==> src/design/tcpo_map.svh <==
// register offsets, field positions, reset values of the capture/compare timer
`ifndef TCPO_MAP_SVH
`define TCPO_MAP_SVH

// ==========================================================================
// register byte offsets (apb, one aligned word each)
// ==========================================================================
`define TCPO_MODE_OFS 8'h00
`define TCPO_CCCTL_OFS 8'h04
`define TCPO_OUTCTL_OFS 8'h08
`define TCPO_EDGE_OFS 8'h0c
`define TCPO_COUNT_OFS 8'h10
`define TCPO_CC1_OFS 8'h14
`define TCPO_CC2_OFS 8'h18

// ==========================================================================
// mode_control_reg fields
// ==========================================================================
`define TCPO_OVF_BIT 0
`define TCPO_TOGGLE_BIT 1
`define TCPO_MODE_LO 2
`define TCPO_MODE_HI 3

// ==========================================================================
// capture/compare control fields
// ==========================================================================
`define TCPO_CC1_CAP_BIT 0
`define TCPO_CC1_SRC_BIT 1
`define TCPO_CC2_CAP_BIT 2

// ==========================================================================
// output_control_reg fields
// ==========================================================================
`define TCPO_OS_EN_BIT 5
`define TCPO_OS_TRIG_BIT 6

// ==========================================================================
// edge select fields (bit0 falling, bit1 rising)
// ==========================================================================
`define TCPO_PRI_EDGE_LO 0
`define TCPO_PRI_EDGE_HI 1
`define TCPO_SEC_EDGE_LO 2
`define TCPO_SEC_EDGE_HI 3

// ==========================================================================
// reset values
// ==========================================================================
`define TCPO_CFG_RST 11'h000
`define TCPO_CNT_RST 16'h0000
`define TCPO_CC_RST 16'h0000
`define TCPO_RDATA_RST 32'h0000_0000

`endif

==> src/design/tcpo_pkg.sv <==
// types shared by the capture/compare timer design
package tcpo_pkg;

    // ======================================================================
    // counter operating modes, in mode-field order 00..11
    // ======================================================================
    typedef enum logic [1:0] {
        TCPO_STOP,
        TCPO_FREE,
        TCPO_EDGE_CLEAR,
        TCPO_PULSE_GEN
    } tcpo_mode_e;

    // ======================================================================
    // software configuration carried as one bundle
    // ======================================================================
    typedef struct packed {
        logic edge_toggle;     // toggle output on primary edge
        tcpo_mode_e mode;      // counter mode field
        logic cc1_cap;         // first register captures
        logic cc1_src_pri;     // first register triggered by primary pin
        logic cc2_cap;         // second register captures
        logic os_en;           // one-shot enable
        logic [1:0] pri_edge;  // primary pin edge select
        logic [1:0] sec_edge;  // secondary pin edge select
    } tcpo_cfg_s;

endpackage : tcpo_pkg

==> src/design/tcpo_edge.sv <==
// valid-edge detector for the two trigger pins
`timescale 1ns/1ns
module tcpo_edge (
    input wire logic clk,
    input wire logic rst_n,
    input wire logic pin,
    input wire logic [1:0] sel,
    output logic edge_pulse
);

    // ======================================================================
    // previous level and arm flag
    // ======================================================================
    logic prev_reg; // level seen last cycle
    logic armed_reg; // blocks a false edge on the first cycle after reset

    // history of the pin, pin is already synchronous to clk
    always_ff @(posedge clk or negedge rst_n) begin
        if (!rst_n) begin
            prev_reg <= 1'b0;
            armed_reg <= 1'b0;
        end else begin
            prev_reg <= pin;
            armed_reg <= 1'b1;
        end
    end

    // bit1 selects rising, bit0 falling, both for 2'b11
    assign edge_pulse = armed_reg & ((sel[1] & pin & ~prev_reg) | (sel[0] & ~pin & prev_reg));

endmodule : tcpo_edge

==> src/design/tcpo_top.sv <==
// 16-bit capture/compare timer with pulse generation and one-shot output, apb slave
//
// The implementer's own choices: the placing of the registers and register access over APB.
`timescale 1ns/1ns
`include "tcpo_map.svh"

// Functional notes
// - dual capture free-run leaves output unchanged
// - toggle bit set: primary edge toggles output
// - primary edge to second, secondary to first
// - secondary-only edges never load second register
// - first compare match irq, counter not cleared
// - second compare match irq, counter keeps running
// - first capture triggered by selected pin edge
// - second capture always triggered by primary pin
// - mode 11 clears on first match, pulse train
// - period first+1, width second+1 clocks
// - first match clears, second match does not
// - one-shot only in modes 01/10 with enable
// - trigger clears counter, one pulse of difference
// - counter readable at any time
// - wrap from ffff in modes 01/10 sets overflow flag
// - one-shot matches raise irq and toggle output
module tcpo_top import tcpo_pkg::*; #(
    parameter int CW = 16,
    parameter int AW = 8
) (
    input wire logic CORE_CLK,
    input wire logic RST_N,
    input wire logic PSEL,
    input wire logic PENABLE,
    input wire logic PWRITE,
    input wire logic [AW-1:0] PADDR,
    input wire logic [31:0] PWDATA,
    output logic [31:0] PRDATA,
    output logic PREADY,
    output logic PSLVERR,
    input wire logic PRIMARY_TRIGGER_PIN,
    input wire logic SECONDARY_TRIGGER_PIN,
    output logic TIMER_OUT_PIN,
    output logic FIRST_MATCH_IRQ,
    output logic SECOND_MATCH_IRQ
);

    // ======================================================================
    // state and decoded strobes
    // ======================================================================
    tcpo_cfg_s cfg_reg; // software configuration
    logic overflow_flag_reg; // sticky wrap flag
    logic [CW-1:0] up_counter_reg; // the count
    logic [CW-1:0] first_cc_reg; // compare period or capture
    logic [CW-1:0] second_cc_reg; // compare width or capture
    logic out_reg; // timer output level
    logic irq1_reg; // first event pulse
    logic irq2_reg; // second event pulse
    logic [31:0] prdata_reg; // read data latched in setup
    logic [31:0] rd_next; // read mux
    logic [1:0] pin_vec; // trigger pins as a vector
    logic [1:0] edge_sel [2]; // edge selects per pin
    logic [1:0] edge_vec; // valid edge pulses
    logic pe; // primary valid edge
    logic se; // secondary valid edge
    logic access; // apb access phase
    logic wr; // write taken this edge
    logic sw_trig; // software one-shot trigger
    logic running; // not stopped
    logic os_act; // one-shot armed
    logic cap1_mode; // first register captures
    logic cap2_mode; // second register captures
    logic cap1_ev; // first capture event
    logic cap2_ev; // second capture event
    logic m1; // first compare match
    logic m2; // second compare match
    logic clr; // counter clear
    logic ovf_set; // wrap event
    logic all_ones; // counter at top

    // decode of mapped word addresses, used by bus answer and write enable
    function automatic logic tcpo_hit(input logic [AW-1:0] a);
        tcpo_hit = (a == `TCPO_MODE_OFS) || (a == `TCPO_CCCTL_OFS) ||
                   (a == `TCPO_OUTCTL_OFS) || (a == `TCPO_EDGE_OFS) ||
                   (a == `TCPO_COUNT_OFS) || (a == `TCPO_CC1_OFS) ||
                   (a == `TCPO_CC2_OFS);
    endfunction : tcpo_hit

    // ======================================================================
    // apb slave: zero wait states, error on unmapped words
    // ======================================================================
    assign access = PSEL & PENABLE;
    assign PREADY = access;
    assign PSLVERR = access & ~tcpo_hit(PADDR);
    assign wr = access & PWRITE & tcpo_hit(PADDR);
    // software trigger bit is write-only and self clearing
    assign sw_trig = wr & (PADDR == `TCPO_OUTCTL_OFS) & PWDATA[`TCPO_OS_TRIG_BIT];
    assign PRDATA = prdata_reg;

    // read mux, unused bits read as zero
    always_comb begin
        rd_next = '0;
        case (PADDR)
            `TCPO_MODE_OFS: begin
                rd_next[`TCPO_OVF_BIT] = overflow_flag_reg;
                rd_next[`TCPO_TOGGLE_BIT] = cfg_reg.edge_toggle;
                rd_next[`TCPO_MODE_HI:`TCPO_MODE_LO] = cfg_reg.mode;
            end
            `TCPO_CCCTL_OFS: begin
                rd_next[`TCPO_CC1_CAP_BIT] = cfg_reg.cc1_cap;
                rd_next[`TCPO_CC1_SRC_BIT] = cfg_reg.cc1_src_pri;
                rd_next[`TCPO_CC2_CAP_BIT] = cfg_reg.cc2_cap;
            end
            `TCPO_OUTCTL_OFS: rd_next[`TCPO_OS_EN_BIT] = cfg_reg.os_en;
            `TCPO_EDGE_OFS: begin
                rd_next[`TCPO_PRI_EDGE_HI:`TCPO_PRI_EDGE_LO] = cfg_reg.pri_edge;
                rd_next[`TCPO_SEC_EDGE_HI:`TCPO_SEC_EDGE_LO] = cfg_reg.sec_edge;
            end
            `TCPO_COUNT_OFS: rd_next[CW-1:0] = up_counter_reg;
            `TCPO_CC1_OFS: rd_next[CW-1:0] = first_cc_reg;
            `TCPO_CC2_OFS: rd_next[CW-1:0] = second_cc_reg;
            default: rd_next = '0;
        endcase
    end

    // read data caught in setup so the output comes from a flop;
    // the count is therefore the value of the setup cycle
    always_ff @(posedge CORE_CLK or negedge RST_N) begin
        if (!RST_N) begin
            prdata_reg <= `TCPO_RDATA_RST;
        end else if (PSEL & ~PENABLE & ~PWRITE) begin
            prdata_reg <= rd_next;
        end
    end

    // configuration writes
    always_ff @(posedge CORE_CLK or negedge RST_N) begin
        if (!RST_N) begin
            cfg_reg <= tcpo_cfg_s'(`TCPO_CFG_RST);
        end else if (wr) begin
            case (PADDR)
                `TCPO_MODE_OFS: begin
                    cfg_reg.edge_toggle <= PWDATA[`TCPO_TOGGLE_BIT];
                    cfg_reg.mode <= tcpo_mode_e'(PWDATA[`TCPO_MODE_HI:`TCPO_MODE_LO]);
                end
                `TCPO_CCCTL_OFS: begin
                    cfg_reg.cc1_cap <= PWDATA[`TCPO_CC1_CAP_BIT];
                    cfg_reg.cc1_src_pri <= PWDATA[`TCPO_CC1_SRC_BIT];
                    cfg_reg.cc2_cap <= PWDATA[`TCPO_CC2_CAP_BIT];
                end
                `TCPO_OUTCTL_OFS: cfg_reg.os_en <= PWDATA[`TCPO_OS_EN_BIT];
                `TCPO_EDGE_OFS: begin
                    cfg_reg.pri_edge <= PWDATA[`TCPO_PRI_EDGE_HI:`TCPO_PRI_EDGE_LO];
                    cfg_reg.sec_edge <= PWDATA[`TCPO_SEC_EDGE_HI:`TCPO_SEC_EDGE_LO];
                end
                default: cfg_reg <= cfg_reg; // read-only or register words
            endcase
        end
    end

    // ======================================================================
    // trigger pin edge detection, one detector per pin
    // ======================================================================
    assign pin_vec = {SECONDARY_TRIGGER_PIN, PRIMARY_TRIGGER_PIN};
    assign edge_sel[0] = cfg_reg.pri_edge;
    assign edge_sel[1] = cfg_reg.sec_edge;

    for (genvar g = 0; g < 2; g++) begin : g_edge
        tcpo_edge u_edge (
            .clk(CORE_CLK),
            .rst_n(RST_N),
            .pin(pin_vec[g]),
            .sel(edge_sel[g]),
            .edge_pulse(edge_vec[g])
        );
    end

    assign pe = edge_vec[0];
    assign se = edge_vec[1];

    // ======================================================================
    // event decode
    // ======================================================================
    assign running = cfg_reg.mode != TCPO_STOP;
    assign os_act = cfg_reg.os_en &
                    ((cfg_reg.mode == TCPO_FREE) | (cfg_reg.mode == TCPO_EDGE_CLEAR));
    // one-shot and pulse generation force both registers to compare
    assign cap1_mode = cfg_reg.cc1_cap & ~os_act & (cfg_reg.mode != TCPO_PULSE_GEN);
    assign cap2_mode = cfg_reg.cc2_cap & ~os_act & (cfg_reg.mode != TCPO_PULSE_GEN);
    assign cap1_ev = running & cap1_mode & (cfg_reg.cc1_src_pri ? pe : se);
    assign cap2_ev = running & cap2_mode & pe;
    assign m1 = running & ~cap1_mode & (up_counter_reg == first_cc_reg);
    assign m2 = running & ~cap2_mode & (up_counter_reg == second_cc_reg);
    // only the one-shot trigger, mode 10 edge and mode 11 match restart the count
    assign clr = ((cfg_reg.mode == TCPO_PULSE_GEN) & m1) |
                 (os_act & (sw_trig | pe)) |
                 ((cfg_reg.mode == TCPO_EDGE_CLEAR) & pe);
    assign all_ones = &up_counter_reg;
    assign ovf_set = ((cfg_reg.mode == TCPO_FREE) | (cfg_reg.mode == TCPO_EDGE_CLEAR)) &
                     all_ones & ~clr;

    // ======================================================================
    // counter and overflow
    // ======================================================================
    always_ff @(posedge CORE_CLK or negedge RST_N) begin
        if (!RST_N) begin
            up_counter_reg <= `TCPO_CNT_RST;
        end else if (!running) begin
            up_counter_reg <= '0;
        end else if (clr) begin
            up_counter_reg <= '0;
        end else begin
            up_counter_reg <= up_counter_reg + CW'(1); // wraps to zero
        end
    end

    // set wins over a software clear in the same cycle
    always_ff @(posedge CORE_CLK or negedge RST_N) begin
        if (!RST_N) begin
            overflow_flag_reg <= 1'b0;
        end else if (ovf_set) begin
            overflow_flag_reg <= 1'b1;
        end else if (wr && PADDR == `TCPO_MODE_OFS && !PWDATA[`TCPO_OVF_BIT]) begin
            overflow_flag_reg <= 1'b0;
        end
    end

    // ======================================================================
    // capture/compare registers: capture beats a software write
    // ======================================================================
    always_ff @(posedge CORE_CLK or negedge RST_N) begin
        if (!RST_N) begin
            first_cc_reg <= `TCPO_CC_RST;
        end else if (cap1_ev) begin
            first_cc_reg <= up_counter_reg;
        end else if (wr && PADDR == `TCPO_CC1_OFS) begin
            first_cc_reg <= PWDATA[CW-1:0];
        end
    end

    always_ff @(posedge CORE_CLK or negedge RST_N) begin
        if (!RST_N) begin
            second_cc_reg <= `TCPO_CC_RST;
        end else if (cap2_ev) begin
            second_cc_reg <= up_counter_reg;
        end else if (wr && PADDR == `TCPO_CC2_OFS) begin
            second_cc_reg <= PWDATA[CW-1:0];
        end
    end

    // ======================================================================
    // timer output and event pulses
    // ======================================================================
    // pulse generation sets on period match, drops after width match;
    // other running modes toggle, stop holds the level
    always_ff @(posedge CORE_CLK or negedge RST_N) begin
        if (!RST_N) begin
            out_reg <= 1'b0;
        end else if (cfg_reg.mode == TCPO_PULSE_GEN) begin
            if (m1) begin
                out_reg <= 1'b1;
            end else if (m2) begin
                out_reg <= 1'b0;
            end
        end else if (running) begin
            // toggles on each match, and on a primary edge when the toggle bit is set outside one-shot
            out_reg <= out_reg ^ m1 ^ m2 ^ (cfg_reg.edge_toggle & pe & ~os_act);
        end
    end

    // one-cycle event pulses, a cycle after the cause
    always_ff @(posedge CORE_CLK or negedge RST_N) begin
        if (!RST_N) begin
            irq1_reg <= 1'b0;
            irq2_reg <= 1'b0;
        end else begin
            irq1_reg <= m1 | cap1_ev;
            irq2_reg <= m2 | cap2_ev;
        end
    end

    assign TIMER_OUT_PIN = out_reg;
    assign FIRST_MATCH_IRQ = irq1_reg;
    assign SECOND_MATCH_IRQ = irq2_reg;
endmodule : tcpo_top

==> config.mk <==
export PLATFORM = sky130hd
export DESIGN_NAME = tcpo_top
export DESIGN_NICKNAME = d
export VERILOG_FILES = /design/src/design/tcpo_pkg.sv /design/src/design/tcpo_edge.sv /design/src/design/tcpo_top.sv
export VERILOG_INCLUDE_DIRS = /design/src /design/src/design
export SDC_FILE = /design/constraint.sdc
export NUM_CORES = 1
export LEC_CHECK = 0
export BUFFER_PORTS_ARGS = -buffer_cell sky130_fd_sc_hd__buf_2
export CAP_MARGIN = 20
export CORE_ASPECT_RATIO = 0.7
export CORE_MARGIN = 5
export CORE_UTILIZATION = 30
export CTS_CLUSTER_DIAMETER = 50
export DETAILED_ROUTE_END_ITERATION = 16
export PLACE_DENSITY = 0.5
export SYNTH_ARGS = -nofsm -noshare
export SYNTH_HDL_FRONTEND = slang
export SYNTH_HIERARCHICAL = 1
export SYNTH_SLANG_ARGS = --single-unit
==> constraint.sdc <==
create_clock -name CORE_CLK -period 6.1 [get_ports CORE_CLK]
set_input_delay 1.22 -clock CORE_CLK [delete_from_list [all_inputs] [get_ports CORE_CLK]]
set_output_delay 1.22 -clock CORE_CLK [all_outputs]
set_load 0.02 [all_outputs]
# Word-level counts from Yosys, hierarchy flattened
# Index checks and enable logic that the tools add are counted.
word_totals:
  reg_bits: 82
  elab_cells: 134
  inputBits: 47
op_classes:
  n_bitwise: 60
  addsub: 1
  n_eq_ne: 13
  reduce_logical: 23
  muxes: 18
op_table:
  columns: ["operator", "count"]
  rows:
  - ["16-bit 2-to-1 mux", 6]
  - ["1-bit bitwise AND", 38]
  - ["16-bit == test", 2]
  - ["10-bit case mux with 3 select lines", 1]
  - ["8-bit by 5-bit == test with 1-bit output (second input constant)", 3]
  - ["3-bit case mux with 6 select lines", 1]
  - ["16-bit by 1-bit adder with 16-bit output (second input constant)", 1]
  - ["8-bit by 4-bit == test with 1-bit output (second input constant)", 2]
  - ["16-bit AND reduction", 1]
  - ["1-bit inverter", 11]
  - ["2-bit AND reduction", 5]
  - ["2-bit nonzero test", 5]
  - ["8-bit by 3-bit == test with 1-bit output (second input constant)", 1]
  - ["8-bit zero test", 1]
  - ["1-bit OR", 8]
  - ["1-bit 2-to-1 mux", 7]
  - ["1-bit logical OR", 6]
  - ["1-bit case mux with 5 select lines", 1]
  - ["2-bit == test (second input constant)", 2]
  - ["1-bit logical AND", 4]
  - ["1-bit case mux with 4 select lines", 1]
  - ["3-bit != test (second input constant)", 1]
  - ["1-bit case mux with 3 select lines", 1]
  - ["1-bit bitwise XOR", 3]
  - ["other kinds (3)", 3]

# Logic depth before layout (Yosys ltp)
# Gate-level depths: netlist (run 1).
logic_depth:
  depth_word: 17
  depth_mapped: 11

# By module
# Netlist (run 1), hierarchy kept.
by_module_without_submodules:
  columns: ["mod", "seq_area_each_um2", "cells_per_inst", "area_per_inst_um2", "instances"]
  rows:
  - ["tcpo_top", 1976.9, 488, 4673.2, 1]
  - ["tcpo_edge", 50.0, 6, 75.1, 2]

# Worst setup path after synthesis (run 1)
# No wires, ideal clock.
synth_timing:
  path_type: "input -> output"
  start: "input port PADDR[2]"
  end: "output port PSLVERR"
  slack_ps: 2503
  stages: 5
  t_required_ps: 4880
  n_path_buf: 2
  arrival_ps: 2377
  path_cell_list: "clkbuf_1 -> and2_1 -> clkbuf_1 -> nand2_1 -> a21boi_0"
synth_between:
  elab_chain_cells: 9
  word_cells_on_any_way: 15
  classes_between: "eq/ne: 6; bitwise: 2; reduce/logical: 7"
synth_rtl:
  columns: ["item", "line", "rtl"]
  rows:
  - ["start, declared", "tcpo_top.sv:33", "input wire logic [AW-1:0] PADDR,"]
  - ["8-bit by 3-bit == test with 1-bit output / 8-bit zero test (equally long branches)", null, null]
  - ["1-bit logical OR (5 in series)", "tcpo_top.sv:80", "tcpo_hit = (a == `TCPO_MODE_OFS) || (a == `TCPO_CCCTL_OFS) ||"]
  - ["1-bit logical OR (*)", "tcpo_top.sv:80", null]
  - ["1-bit inverter (*)", "tcpo_top.sv:91", "assign PSLVERR = access & ~tcpo_hit(PADDR);"]
  - ["1-bit bitwise AND (*)", "tcpo_top.sv:91", null]
  - ["end, declared", "tcpo_top.sv:37", "output logic PSLVERR,"]
# Mark *: on every way between the ends. The rest lies on a longest branch, timed or not.

# Worst setup path in the final report (run 1)
# Ends and elaborated chain as after synthesis.

==> results of run 1 <==
[power by group through the flow]
stage | registers, mW | clock network [mW] | logic (mW)
after floorplan | 0.588 | 0 | 0.0682
after global placement | 0.585 | 0 | 0.108
after detailed placement | 0.586 | 0 | 0.110
after CTS | 0.576 | 0.591 | 0.110
after global routing | 0.578 | 0.613 | 0.122
final | 0.576 | 0.576 | 0.108
[routing by layer]
metal,global-route usage [%],vias to the layer above,share of wire [%]
li1,-,1736,-
met1,20.7,1791,51
met2,20.4,78,43
met3,4.23,8,5.4
met4,3.64,0,0.79
met5,0,-,0
[layout make-up]
cell class / count / area [µm²]
clock buffers: 10 / 229
repair buffers: 58 / 328
flip-flops and latches: 83 / 2080
clock inverters: 5 / 78.8
inverters: 5 / 18.8
multi-input cells: 371 / 2460
fillers: 1567 / 10200
well taps: 200 / 250
[final timing paths]
path | to | slack, ps
setup / recovery | PSLVERR | 2200
hold / removal | PRDATA[0]$_DFFE_PN0P_ | 470
setup reg to reg | second_cc_reg[11]$_DFFE_PN0P_ | 3420
hold reg to reg | PRDATA[0]$_DFFE_PN0P_ | 470
max in group asynchronous | second_cc_reg[13]$_DFFE_PN0P_ | 4280
min in group asynchronous | PRDATA[2]$_DFFE_PN0P_ | 830
[logic make-up after synthesis]
kind of cell             count (synthesis)
AO/OA/AOI/OAI                           83
XOR/XNOR                                48
adder cells (fa/ha/maj)                  4
buffers and inverters                   61
flip-flops                              83
multiplexers                            65
other                                    3
AND/OR/NAND/NOR                        153
[synth_stat cells (2+ instances only)]
master,n
sky130_fd_sc_hd__mux2_2,13
sky130_fd_sc_hd__buf_4,17
sky130_fd_sc_hd__nand3_1,10
sky130_fd_sc_hd__nor4_1,2
sky130_fd_sc_hd__and3_1,8
sky130_fd_sc_hd__o21ai_0,23
sky130_fd_sc_hd__nand4_1,8
sky130_fd_sc_hd__clkbuf_1,17
sky130_fd_sc_hd__xnor2_2,3
sky130_fd_sc_hd__mux2i_1,51
sky130_fd_sc_hd__buf_2,10
sky130_fd_sc_hd__buf_1,7
sky130_fd_sc_hd__nor3_1,5
sky130_fd_sc_hd__dfrtp_1,83
sky130_fd_sc_hd__nor2_1,54
sky130_fd_sc_hd__xnor2_1,22
sky130_fd_sc_hd__inv_1,5
sky130_fd_sc_hd__conb_1,3
sky130_fd_sc_hd__a22o_1,12
sky130_fd_sc_hd__nand2_1,44
sky130_fd_sc_hd__xor2_1,22
sky130_fd_sc_hd__nor2b_1,4
sky130_fd_sc_hd__a22oi_1,3
sky130_fd_sc_hd__nand4b_1,5
sky130_fd_sc_hd__and2_1,5
sky130_fd_sc_hd__ha_1,4
sky130_fd_sc_hd__buf_6,3
sky130_fd_sc_hd__a21oi_1,37
[worst max-delay path, cell delays in order]
cell and delay, ps:
sky130_fd_sc_hd__buf_2 600, sky130_fd_sc_hd__and2_1 410, sky130_fd_sc_hd__nand2_1 100, sky130_fd_sc_hd__a21boi_0 170
sky130_fd_sc_hd__buf_2 190
[per-stage QoR]
step / cell area (µm²) / total power, mW / instances
2_1_floorplan: 4880 / 0.656 / 515
3_3_place_gp: 5100 / 0.693 / 715
3_5_place_dp: 5110 / 0.696 / 716
4_1_cts: 5420 / 1.28 / 731
5_1_grt: 5450 / 1.31 / 732
6_report: 5450 / 1.26 / 732
==> metrics.txt, run 1 <==
clk_skew=9.82 ps; area of the mapped netlist=0.00482 mm²; maximum number of pins on one net before global-route repair=47; Synth Instances=500; core outline area=0.0156 mm²; global-route wire length before repair=20.1 mm; fraction of the mapped netlist area in adder cells=1.04%; clock-pin slew reported for the worst setup and hold paths after clock tree synthesis=60 ps; share of layout cells above drive strength 1=between 10% and 20%; data required time of the worst path=4880 ps; switching share of total power=24.1%; leak pwr=2.62 nW; number of buffers inserted by hold repair at cts=0; most common cell after layout, fill and taps aside=sky130_fd_sc_hd__dfrtp_1; Synth Area in Simple Gates=14.9%; number of iterations in the first detailed-routing pass=4; cts repair resizes=0; Post-DRT Antenna Nets=0; dpl hpwl=approximately 9.3 mm; portion of netlist area occupied by mux cells=13.9%; beginning of the worst hold path=PRDATA[0]$_DFFE_PN0P_; utilization of the core after routing=34.8%; number of cells on the worst hold path=2; via total after detailed routing=3613; final WL=12.9 mm; result of the run=finished, final reports clean; worst slack after detailed placement=2170 ps; average wire per standard cell=17.7 µm; max-capacitance violation count=0; worst reg-to-reg path cell count=11; final critical-path required period=3900 ps; Power Density=231 mW/mm²; initial standard-cell utilization of the core=between 30% and 40%; warning count from the yosys run=6; height of the die=approximately 120 µm; highest ir drop seen on vdd=approximately 0.00010 V; sequential cell area fraction in the yosys report=43.1%; start-to-end type of the worst setup path=in -> out; number of antenna violations at the first check in global routing=0; maximum clock frequency=approximately 260 MHz; iteration-0 DRC count of the detailed router=197; part of the power in the clock network=45.7%; Internal Pwr Total=957 µW; cell row count=38; critical path startpoint category=input pin; post-CTS setup-driven buffer insertion count=0; largest area contributor in the netlist=sky130_fd_sc_hd__dfrtp_1; net switching power of the design=303 µW; Max Transition Viols Final=0; worst-skew pair later-pin latency=340 ps; weighted congestion reported at the end of routability-driven placement=0.830; final hold violation count=0; remaining global-route overflow=0; post-synthesis compound-gate area fraction=a little over a tenth; unique cell type count in the Yosys netlist=48; number of buffers created by CTS=9; maximum root-to-sink buffer count=2; combinational fraction of design power=8.6%; count of port buffers added during placement=roughly 50; async set-or-reset flop fraction in the synthesized netlist=100%; setup violators final=0; setup repair after global routing missed its margin=false; FF-to-FF Start=cfg_reg[8]$_DFFE_PN0P_; average instance area after synthesis=9.65 µm²; top-level I/O count=between 80 and 90; number of global-route vias before repair=3562; clock tree from TritonCTS=yes; commonest cells after routing, fill and taps aside=sky130_fd_sc_hd__dfrtp_1, sky130_fd_sc_hd__nor2_1, sky130_fd_sc_hd__mux2i_1, sky130_fd_sc_hd__buf_2, sky130_fd_sc_hd__nand2_1; overall track demand over capacity in global routing=14.1%; post-synthesis to final-layout area growth=12.9%; Antenna diodes=0; number of enable flip-flop cells after synthesis=0; post-route fraction of the period consumed by the critical path=between 60% and 70%; Rel. slew slack=48.0%; Fin Hold WS=~470 ps; peak fanout along the critical path=25; DRC errors left=0; main combinational cell family by area after synthesis=simple AND/OR/NAND/NOR gates; number of sinks on the clock net=between 80 and 90; average via count per standard cell=4.94; number of H-tree levels=3; transition time of the tightest slew-check pin=779 ps; Die Outline Area=0.0188 mm²; largest cells by area after synthesis=sky130_fd_sc_hd__dfrtp_1, sky130_fd_sc_hd__mux2i_1, sky130_fd_sc_hd__nor2_1; FF+latch count, synth=slightly above 80; register share of total power=approximately 46%; xor and xnor area share after synthesis=9.34%; proportion of netlist area held by the largest area contributor=43.1%; Total Negative Setup Slacks=0 ps; crit end category=output port; Final Worst Setup Slack=~2200 ps; dominant register cell in the synthesized netlist=sky130_fd_sc_hd__dfrtp_1; Hold Path Class=reg -> reg; CTS root buf=sky130_fd_sc_hd__clkbuf_16; CP arrival=2680 ps; width of the die=162 µm; Net count, final=579; source of the critical timing path=PADDR[2]
No activity file was read; power rests on OpenSTA's default activity.
==> inputs of run 2 (changes only) <==
clock period = 3.87 ns   (was 6.1 ns; I/O delays follow)
==> run 2 against run 1 <==
- register-to-register slack lost 2300 ps
- global-route usage grew 0.20 points
- combinational power grew 58%
- sequential share of layout area is 0.12 points lower
- via count down 0.22%
==> metrics.txt, run 2 (synthesis results as in run 1) <==
maximum number of pins on one net before global-route repair=77 (was 47); worst-skew pair later-pin latency=340 ps (about the same); instance area at placement=0.00513 mm² (was 0.00511 mm²); Top delay family on crit path=simple AND/OR/NAND/NOR gates (was buffers and inverters); average via count per standard cell=4.90 (was 4.94); number of buffers inserted by hold repair at cts=0 (unchanged); via total after detailed routing=3605 (was 3613); count of port buffers added during placement=51 (unchanged); highest ir drop seen on vdd=0.000221 V (was 0.000105 V); setup violators final=0 (unchanged); final total power=2.03 mW (was 1.26 mW); number of H-tree levels=3 (unchanged); iteration-0 DRC count of the detailed router=260 (was 197); clock-pin slew reported for the worst setup and hold paths after clock tree synthesis=60 ps (about the same); Hold Path Class=reg -> reg (unchanged); worst reg-to-reg path cell count=10 (was 11); CTS root buf=sky130_fd_sc_hd__clkbuf_16 (unchanged); Fin Hold WS=470 ps (was 474 ps); remaining global-route overflow=0 (unchanged); Net count, final=581 (was 579); Post-DRT Antenna Nets=0 (unchanged); maximum root-to-sink buffer count=2 (unchanged); largest stage delay on the critical path=540 ps (was 600 ps); worst-path cell chain=buf_2, or4_1, nor2_1, a21boi_0, buf_2 (was buf_2, and2_1, nand2_1, a21boi_0, buf_2); critical-path cell with the highest stage delay=sky130_fd_sc_hd__or4_1 (was sky130_fd_sc_hd__buf_2); top-level I/O count=84 (unchanged); most common cell after layout, fill and taps aside=sky130_fd_sc_hd__dfrtp_1 (unchanged); weighted congestion reported at the end of routability-driven placement=0.847 (was 0.830); start-to-end type of the worst setup path=in -> out (unchanged); global-route wire length before repair=20.6 mm (was 20.1 mm); Die Outline Area=0.0188 mm² (unchanged); beginning of the worst hold path=PRDATA[5]$_DFFE_PN0P_ (was PRDATA[0]$_DFFE_PN0P_); crit end category=output port (unchanged); worst flop-to-flop path endpoint=second_cc_reg[10]$_DFFE_PN0P_ (was second_cc_reg[11]$_DFFE_PN0P_); Worst Path Buf+Inv=2 (unchanged); height of the die=116 µm (unchanged); peak fanout along the critical path=6 (was 25); setup repair after global routing missed its margin=false (unchanged); post-synthesis to final-layout area growth=13.3% (was 12.9%); data required time of the worst path=3100 ps (was 4880 ps); clock tree from TritonCTS=yes (unchanged); overall track demand over capacity in global routing=14.3% (was 14.1%); Max Transition Viols Final=0 (unchanged); final WL=13.0 mm (was 12.9 mm); cell repeated most along the worst path=sky130_fd_sc_hd__buf_2 (unchanged); result of the run=finished, final reports clean (unchanged); clk_skew=4.94 ps (was 9.82 ps); Post-Layout Inst Area=0.00546 mm² (was 0.00545 mm²); number of iterations in the first detailed-routing pass=4 (unchanged); leak pwr=2.64 nW (was 2.62 nW); number of cells on the worst hold path=2 (unchanged); number of sinks on the clock net=83 (unchanged); source of the critical timing path=PADDR[5] (was PADDR[2]); post-CTS setup-driven buffer insertion count=0 (unchanged); average wire per standard cell=17.7 µm (about the same); Total Negative Setup Slacks=0 ps (unchanged); maximum clock frequency=348 MHz; number of global-route vias before repair=3531 (was 3562); commonest cells after routing, fill and taps aside=sky130_fd_sc_hd__dfrtp_1, sky130_fd_sc_hd__nor2_1, sky130_fd_sc_hd__mux2i_1 (was sky130_fd_sc_hd__dfrtp_1, sky130_fd_sc_hd__nor2_1, sky130_fd_sc_hd__mux2i_1, sky130_fd_sc_hd__buf_2, sky130_fd_sc_hd__nand2_1); DRC errors left=0 (unchanged); R2R Setup Slk=1080 ps (was 3420 ps); critical path startpoint category=input pin (unchanged); share of layout cells above drive strength 1=17.9% (was 17.3%); hold worst-path end=PRDATA[5]$_DFFE_PN0P_ (was PRDATA[0]$_DFFE_PN0P_); Filler cells=1600 (was 1567); cts repair resizes=0 (unchanged); post-route fraction of the period consumed by the critical path=74.2%; dpl hpwl=9.55 mm (was 9.34 mm); max-capacitance violation count=0 (unchanged); Rel. slew slack=34.2% (was 48.0%); cell row count=38 (unchanged); number of buffers created by CTS=9 (unchanged); final critical-path required period=2870 ps; width of the die=162 µm (unchanged); Antenna diodes=0 (unchanged); FF-to-FF Start=cfg_reg[8]$_DFFE_PN0P_ (unchanged); transition time of the tightest slew-check pin=987 ps (was 779 ps); core outline area=0.0156 mm² (unchanged); initial standard-cell utilization of the core=30.8% (unchanged); Power Density=372 mW/mm² (was 231 mW/mm²); CP arrival=2100 ps (was 2680 ps); final hold violation count=0 (unchanged); number of antenna violations at the first check in global routing=0 (unchanged)
run 2: changes by cell type in the layout (fill, tap and decap cells not counted), sizes merged:
cell    before  now
clkbuf      10   11
buf         58   60
run 2: routing by layer:
metal	track usage, %	part of all wire, %	vias up
met1	21.2	50	1772
met4	3.98	0.89	0
met3	3.48	5.8	9
met5	0	0	-
li1	-	-	1746
met2	20.9	43	78
run 2: power by group:
group | switching [mW] | leakage (nW) | total [mW] | internal [mW]
Combinational | 0.110 | 1.34 | 0.171 | 0.0606
Sequential | 0.0209 | 1.14 | 0.908 | 0.887
Clock | 0.354 | 0.165 | 0.952 | 0.597
run 2: worst max-delay path by stage:
| stage | end | slack (ps) | cells past startpoint |
|---|---|---|---|
| final | PSLVERR | 1000 | 5 |
| after global routing | second_cc_reg[10]$_DFFE_PN0P_ | 870 | 10 |
| after CTS | PSLVERR | 1040 | 5 |
| after detailed placement | up_counter_reg[3]$_DFF_PN0_ | 900 | 7 |
| after global placement | up_counter_reg[2]$_DFF_PN0_ | 900 | 7 |
| after floorplan | PSLVERR | 1170 | 5 |
run 2: worst register-to-register path: stages, from the launching register on:
cell                      delay (ps)
sky130_fd_sc_hd__dfrtp_1         400
sky130_fd_sc_hd__inv_1            80
sky130_fd_sc_hd__ha_1            370
sky130_fd_sc_hd__a21oi_1         320
sky130_fd_sc_hd__nor2b_1         210
sky130_fd_sc_hd__and3_1          570
sky130_fd_sc_hd__inv_1           120
sky130_fd_sc_hd__nand2_1          80
sky130_fd_sc_hd__buf_4           320
sky130_fd_sc_hd__nor2_1          110
sky130_fd_sc_hd__a21oi_1         130
run 2: per-stage QoR:
| stage | instances | utilization [%] | worst slack (ps) |
|---|---|---|---|
| 2_1_floorplan | 515 | - | 1170 |
| 3_3_place_gp | 719 | 32.8 | 903 |
| 3_5_place_dp | 719 | 32.8 | 899 |
| 4_1_cts | 735 | 34.9 | 1040 |
| 5_1_grt | 735 | 34.9 | 865 |
| 6_report | 735 | 34.9 | 999 |
run 2: layout make-up:
type / instances / area [µm²] / area share, %
multi-input combinational: 371 / 2460 / 45.1
sequential: 83 / 2080 / 38.0
timing repair buffer: 60 / 325 / 5.96
clock buffer: 11 / 253 / 4.63
tap: 200 / 250 / 4.58
clock inverter: 5 / 75.1 / 1.37
inverter: 5 / 18.8 / 0.344
==> inputs of run 3 (changes only) <==
ABC_AREA = 1   (was default)
clock period = 2.7 ns   (was 3.87 ns; I/O delays follow)
==> run 3 against run 2 <==
- cell count rose by 31%
- via count rose by 25%
- non-clock buffer count rose by 6
- combinational power fell by 13%
- worst hold slack got worse by 300 ps
- clock power rose by 28%
- critical path depth rose by 4
- clock-buffer cell count fell by 2
- clock skew rose by 6.0 ps
- synthesized cell count rose by 35%
- critical path type is now reg -> reg
- largest power group is now registers
==> metrics.txt, run 3 <==
cell repeated most along the worst path=sky130_fd_sc_hd__nand2_1 (was sky130_fd_sc_hd__buf_2); async set-or-reset flop fraction in the synthesized netlist=100% (unchanged); Net count, final=777 (was 581); proportion of netlist area held by the largest area contributor=40.5% (was 43.1%); Total Negative Setup Slacks=0 ps (unchanged); data required time of the worst path=2930 ps (was 3100 ps); CTS root buf=sky130_fd_sc_hd__clkbuf_16 (unchanged); share of layout cells above drive strength 1=19.2% (was 17.9%); commonest cells after routing, fill and taps aside=sky130_fd_sc_hd__nand2_1, sky130_fd_sc_hd__dfrtp_1, sky130_fd_sc_hd__o21ai_0 (was sky130_fd_sc_hd__dfrtp_1, sky130_fd_sc_hd__nor2_1, sky130_fd_sc_hd__mux2i_1); number of global-route vias before repair=4275 (was 3531); final hold violation count=0 (unchanged); Rel. slew slack=56.2% (was 34.2%); most used standard cell by instance count after synthesis=sky130_fd_sc_hd__nand2_1 (was sky130_fd_sc_hd__dfrtp_1); number of iterations in the first detailed-routing pass=5 (was 4); average instance area after synthesis=7.62 µm² (was 9.65 µm²); Synth Instances=673 (was 500); top-level I/O count=84 (unchanged); overall track demand over capacity in global routing=16.3% (was 14.3%); critical-path cell with the highest stage delay=sky130_fd_sc_hd__dfrtp_1 (was sky130_fd_sc_hd__or4_1); average wire per standard cell=16.5 µm (was 17.7 µm); worst slack after detailed placement=443 ps (was 899 ps); count of port buffers added during placement=51 (unchanged); setup repair after global routing missed its margin=false (unchanged); final critical-path required period=2170 ps; width of the die=166 µm (was 162 µm); Post-DRT Antenna Nets=0 (unchanged); weighted congestion reported at the end of routability-driven placement=0.899 (was 0.847); most common cell after layout, fill and taps aside=sky130_fd_sc_hd__nand2_1 (was sky130_fd_sc_hd__dfrtp_1); setup violators final=0 (unchanged); dominant register cell in the synthesized netlist=sky130_fd_sc_hd__dfrtp_1 (unchanged); maximum root-to-sink buffer count=2 (unchanged); number of enable flip-flop cells after synthesis=0 (unchanged); DRC errors left=0 (unchanged); warning count from the yosys run=6 (unchanged); unique cell type count in the Yosys netlist=46 (was 48); Power Density=444 mW/mm² (was 372 mW/mm²); number of H-tree levels=3 (unchanged); CP arrival=2390 ps (was 2100 ps); iteration-0 DRC count of the detailed router=357 (was 260); Antenna diodes=0 (unchanged); number of sinks on the clock net=83 (unchanged); post-route fraction of the period consumed by the critical path=80.3%; clock-pin slew reported for the worst setup and hold paths after clock tree synthesis=70 ps (was 60 ps); Die Outline Area=0.0199 mm² (was 0.0188 mm²); global-route wire length before repair=25.2 mm (was 20.6 mm); critical path startpoint category=flip-flop (was input pin); Max Transition Viols Final=0 (unchanged); sequential cell area fraction in the yosys report=40.5% (was 43.1%); via total after detailed routing=4504 (was 3605); Hold Path Class=in -> async (was reg -> reg); largest cells by area after synthesis=sky130_fd_sc_hd__dfrtp_1, sky130_fd_sc_hd__nand2_1, sky130_fd_sc_hd__o21ai_0 (was sky130_fd_sc_hd__dfrtp_1, sky130_fd_sc_hd__mux2i_1, sky130_fd_sc_hd__nor2_1); core outline area=0.0170 mm² (was 0.0156 mm²); utilization of the core after routing=34.8% (was 34.9%); start-to-end type of the worst setup path=reg -> reg (was in -> out); average via count per standard cell=4.69 (was 4.90); crit end category=flip-flop (was output port); count of placed standard cells in the final layout, fillers left out=961 (was 735); worst reg-to-reg path cell count=9 (was 10); post-synthesis to final-layout area growth=15.0% (was 13.3%); max-capacitance violation count=0 (unchanged); peak fanout along the critical path=15 (was 6); remaining global-route overflow=0 (unchanged); clock tree from TritonCTS=yes (unchanged); largest area contributor in the netlist=sky130_fd_sc_hd__dfrtp_1 (unchanged); final total power=2.62 mW (was 2.03 mW); clk_skew=10.9 ps (was 4.94 ps); Placed Cells incl. Taps=946 (was 719); instance area at placement=0.00562 mm² (was 0.00513 mm²); maximum clock frequency=between 400 and 500 MHz; leak pwr=2.89 nW (was 2.64 nW); dpl hpwl=12.2 mm (was 9.55 mm); number of buffers inserted by hold repair at cts=0 (unchanged); most frequent cells after synthesis=sky130_fd_sc_hd__nand2_1, sky130_fd_sc_hd__dfrtp_1, sky130_fd_sc_hd__o21ai_0 (was sky130_fd_sc_hd__dfrtp_1, sky130_fd_sc_hd__nor2_1, sky130_fd_sc_hd__mux2i_1); highest ir drop seen on vdd=0.000293 V (was 0.000221 V); number of antenna violations at the first check in global routing=0 (unchanged); Fin Hold WS=168 ps (was 470 ps); number of buffers created by CTS=9 (unchanged); worst-skew pair later-pin latency=350 ps (was 340 ps); worst-path cell chain=inv_1, ha_1, nand2_1, nand3_1, nor2_1, nand2_1, buf_4, a21oi_1, a21oi_2 (was buf_2, or4_1, nor2_1, a21boi_0, buf_2); cell row count=40 (was 38); Final Worst Setup Slack=533 ps (was 999 ps); area of the mapped netlist=0.00513 mm² (was 0.00482 mm²); FF+latch count, synth=83 (unchanged); Post-Layout Inst Area=0.00590 mm² (was 0.00546 mm²); largest stage delay on the critical path=400 ps (was 540 ps); result of the run=finished, final reports clean (unchanged); transition time of the tightest slew-check pin=652 ps (was 987 ps); final WL=15.9 mm (was 13.0 mm); initial standard-cell utilization of the core=30.2% (was 30.8%); post-CTS setup-driven buffer insertion count=0 (unchanged); maximum number of pins on one net before global-route repair=47 (was 77); cts repair resizes=0 (unchanged); height of the die=119 µm (was 116 µm)
[run 3: changes by cell type after synthesis, sizes merged, moves of 14 or more]
| cell | delta |
|---|---|
| nand2 | +158 |
| xnor2 | -22 |
| o21ai | +69 |
| mux2 | -14 |
| inv | +72 |
| a21oi | -15 |
| mux2i | -51 |
[run 3: layout make-up]
cell class | instances | area (µm²)
Fill cell | 1853 | 11100
Multi-Input combinational cell | 488 | 2540
Sequential cell | 83 | 2080
Timing Repair Buffer | 66 | 420
Inverter | 78 | 293
Tap cell | 231 | 289
Clock buffer | 9 | 225
Clock inverter | 6 | 55.1
[run 3: cells by family after synthesis]
kind of cell | synth area share [%]
compound gates | 16.6
flops | 40.5
simple gates | 28.2
fa+ha+maj | 0.976
other cells | 0.219
xor+xnor | 2.39
buf+inv | 11.1
[run 3: power by group]
group          internal [mW]  switching (mW)  leakage (nW)
Clock                  0.641           0.582         0.139
Combinational         0.0411           0.107          1.75
Sequential              1.25         0.00329         0.999
[run 3: per-layer routing]
layer | up-vias | track usage, % | share of wire, %
li1 | 2255 | - | -
met1 | 2102 | 27.4 | 55
met2 | 136 | 20.5 | 37
met3 | 11 | 4.25 | 7.1
met4 | 0 | 2.30 | 0.58
met5 | - | 0 | 0
[run 3: worst paths after layout]
| check | start | end | slack [ps] |
|---|---|---|---|
| max | cfg_reg[8]$_DFFE_PN0P_ | second_cc_reg[11]$_DFFE_PN0P_ | 530 |
| min in group CORE_CLK | SECONDARY_TRIGGER_PIN | g_edge[1].u_edge/prev_reg$_DFF_PN0_ | 320 |
| max in group asynchronous | RST_N | second_cc_reg[15]$_DFFE_PN0P_ | 1890 |
| max reg2reg | cfg_reg[8]$_DFFE_PN0P_ | second_cc_reg[11]$_DFFE_PN0P_ | 530 |
| min | RST_N | first_cc_reg[5]$_DFFE_PN0P_ | 170 |
| min reg2reg | PRDATA[2]$_DFFE_PN0P_ | PRDATA[2]$_DFFE_PN0P_ | 480 |
[run 3: worst max-delay path: cells and delay by family, from the launching register on]
| kind | cells | cell delay [ps] |
|---|---|---|
| AO/OA/AOI/OAI | 2 | 270 |
| adder cells (fa/ha/maj) | 1 | 330 |
| buffers and inverters | 2 | 390 |
| flip-flops | 1 | 400 |
| AND/OR/NAND/NOR | 4 | 630 |
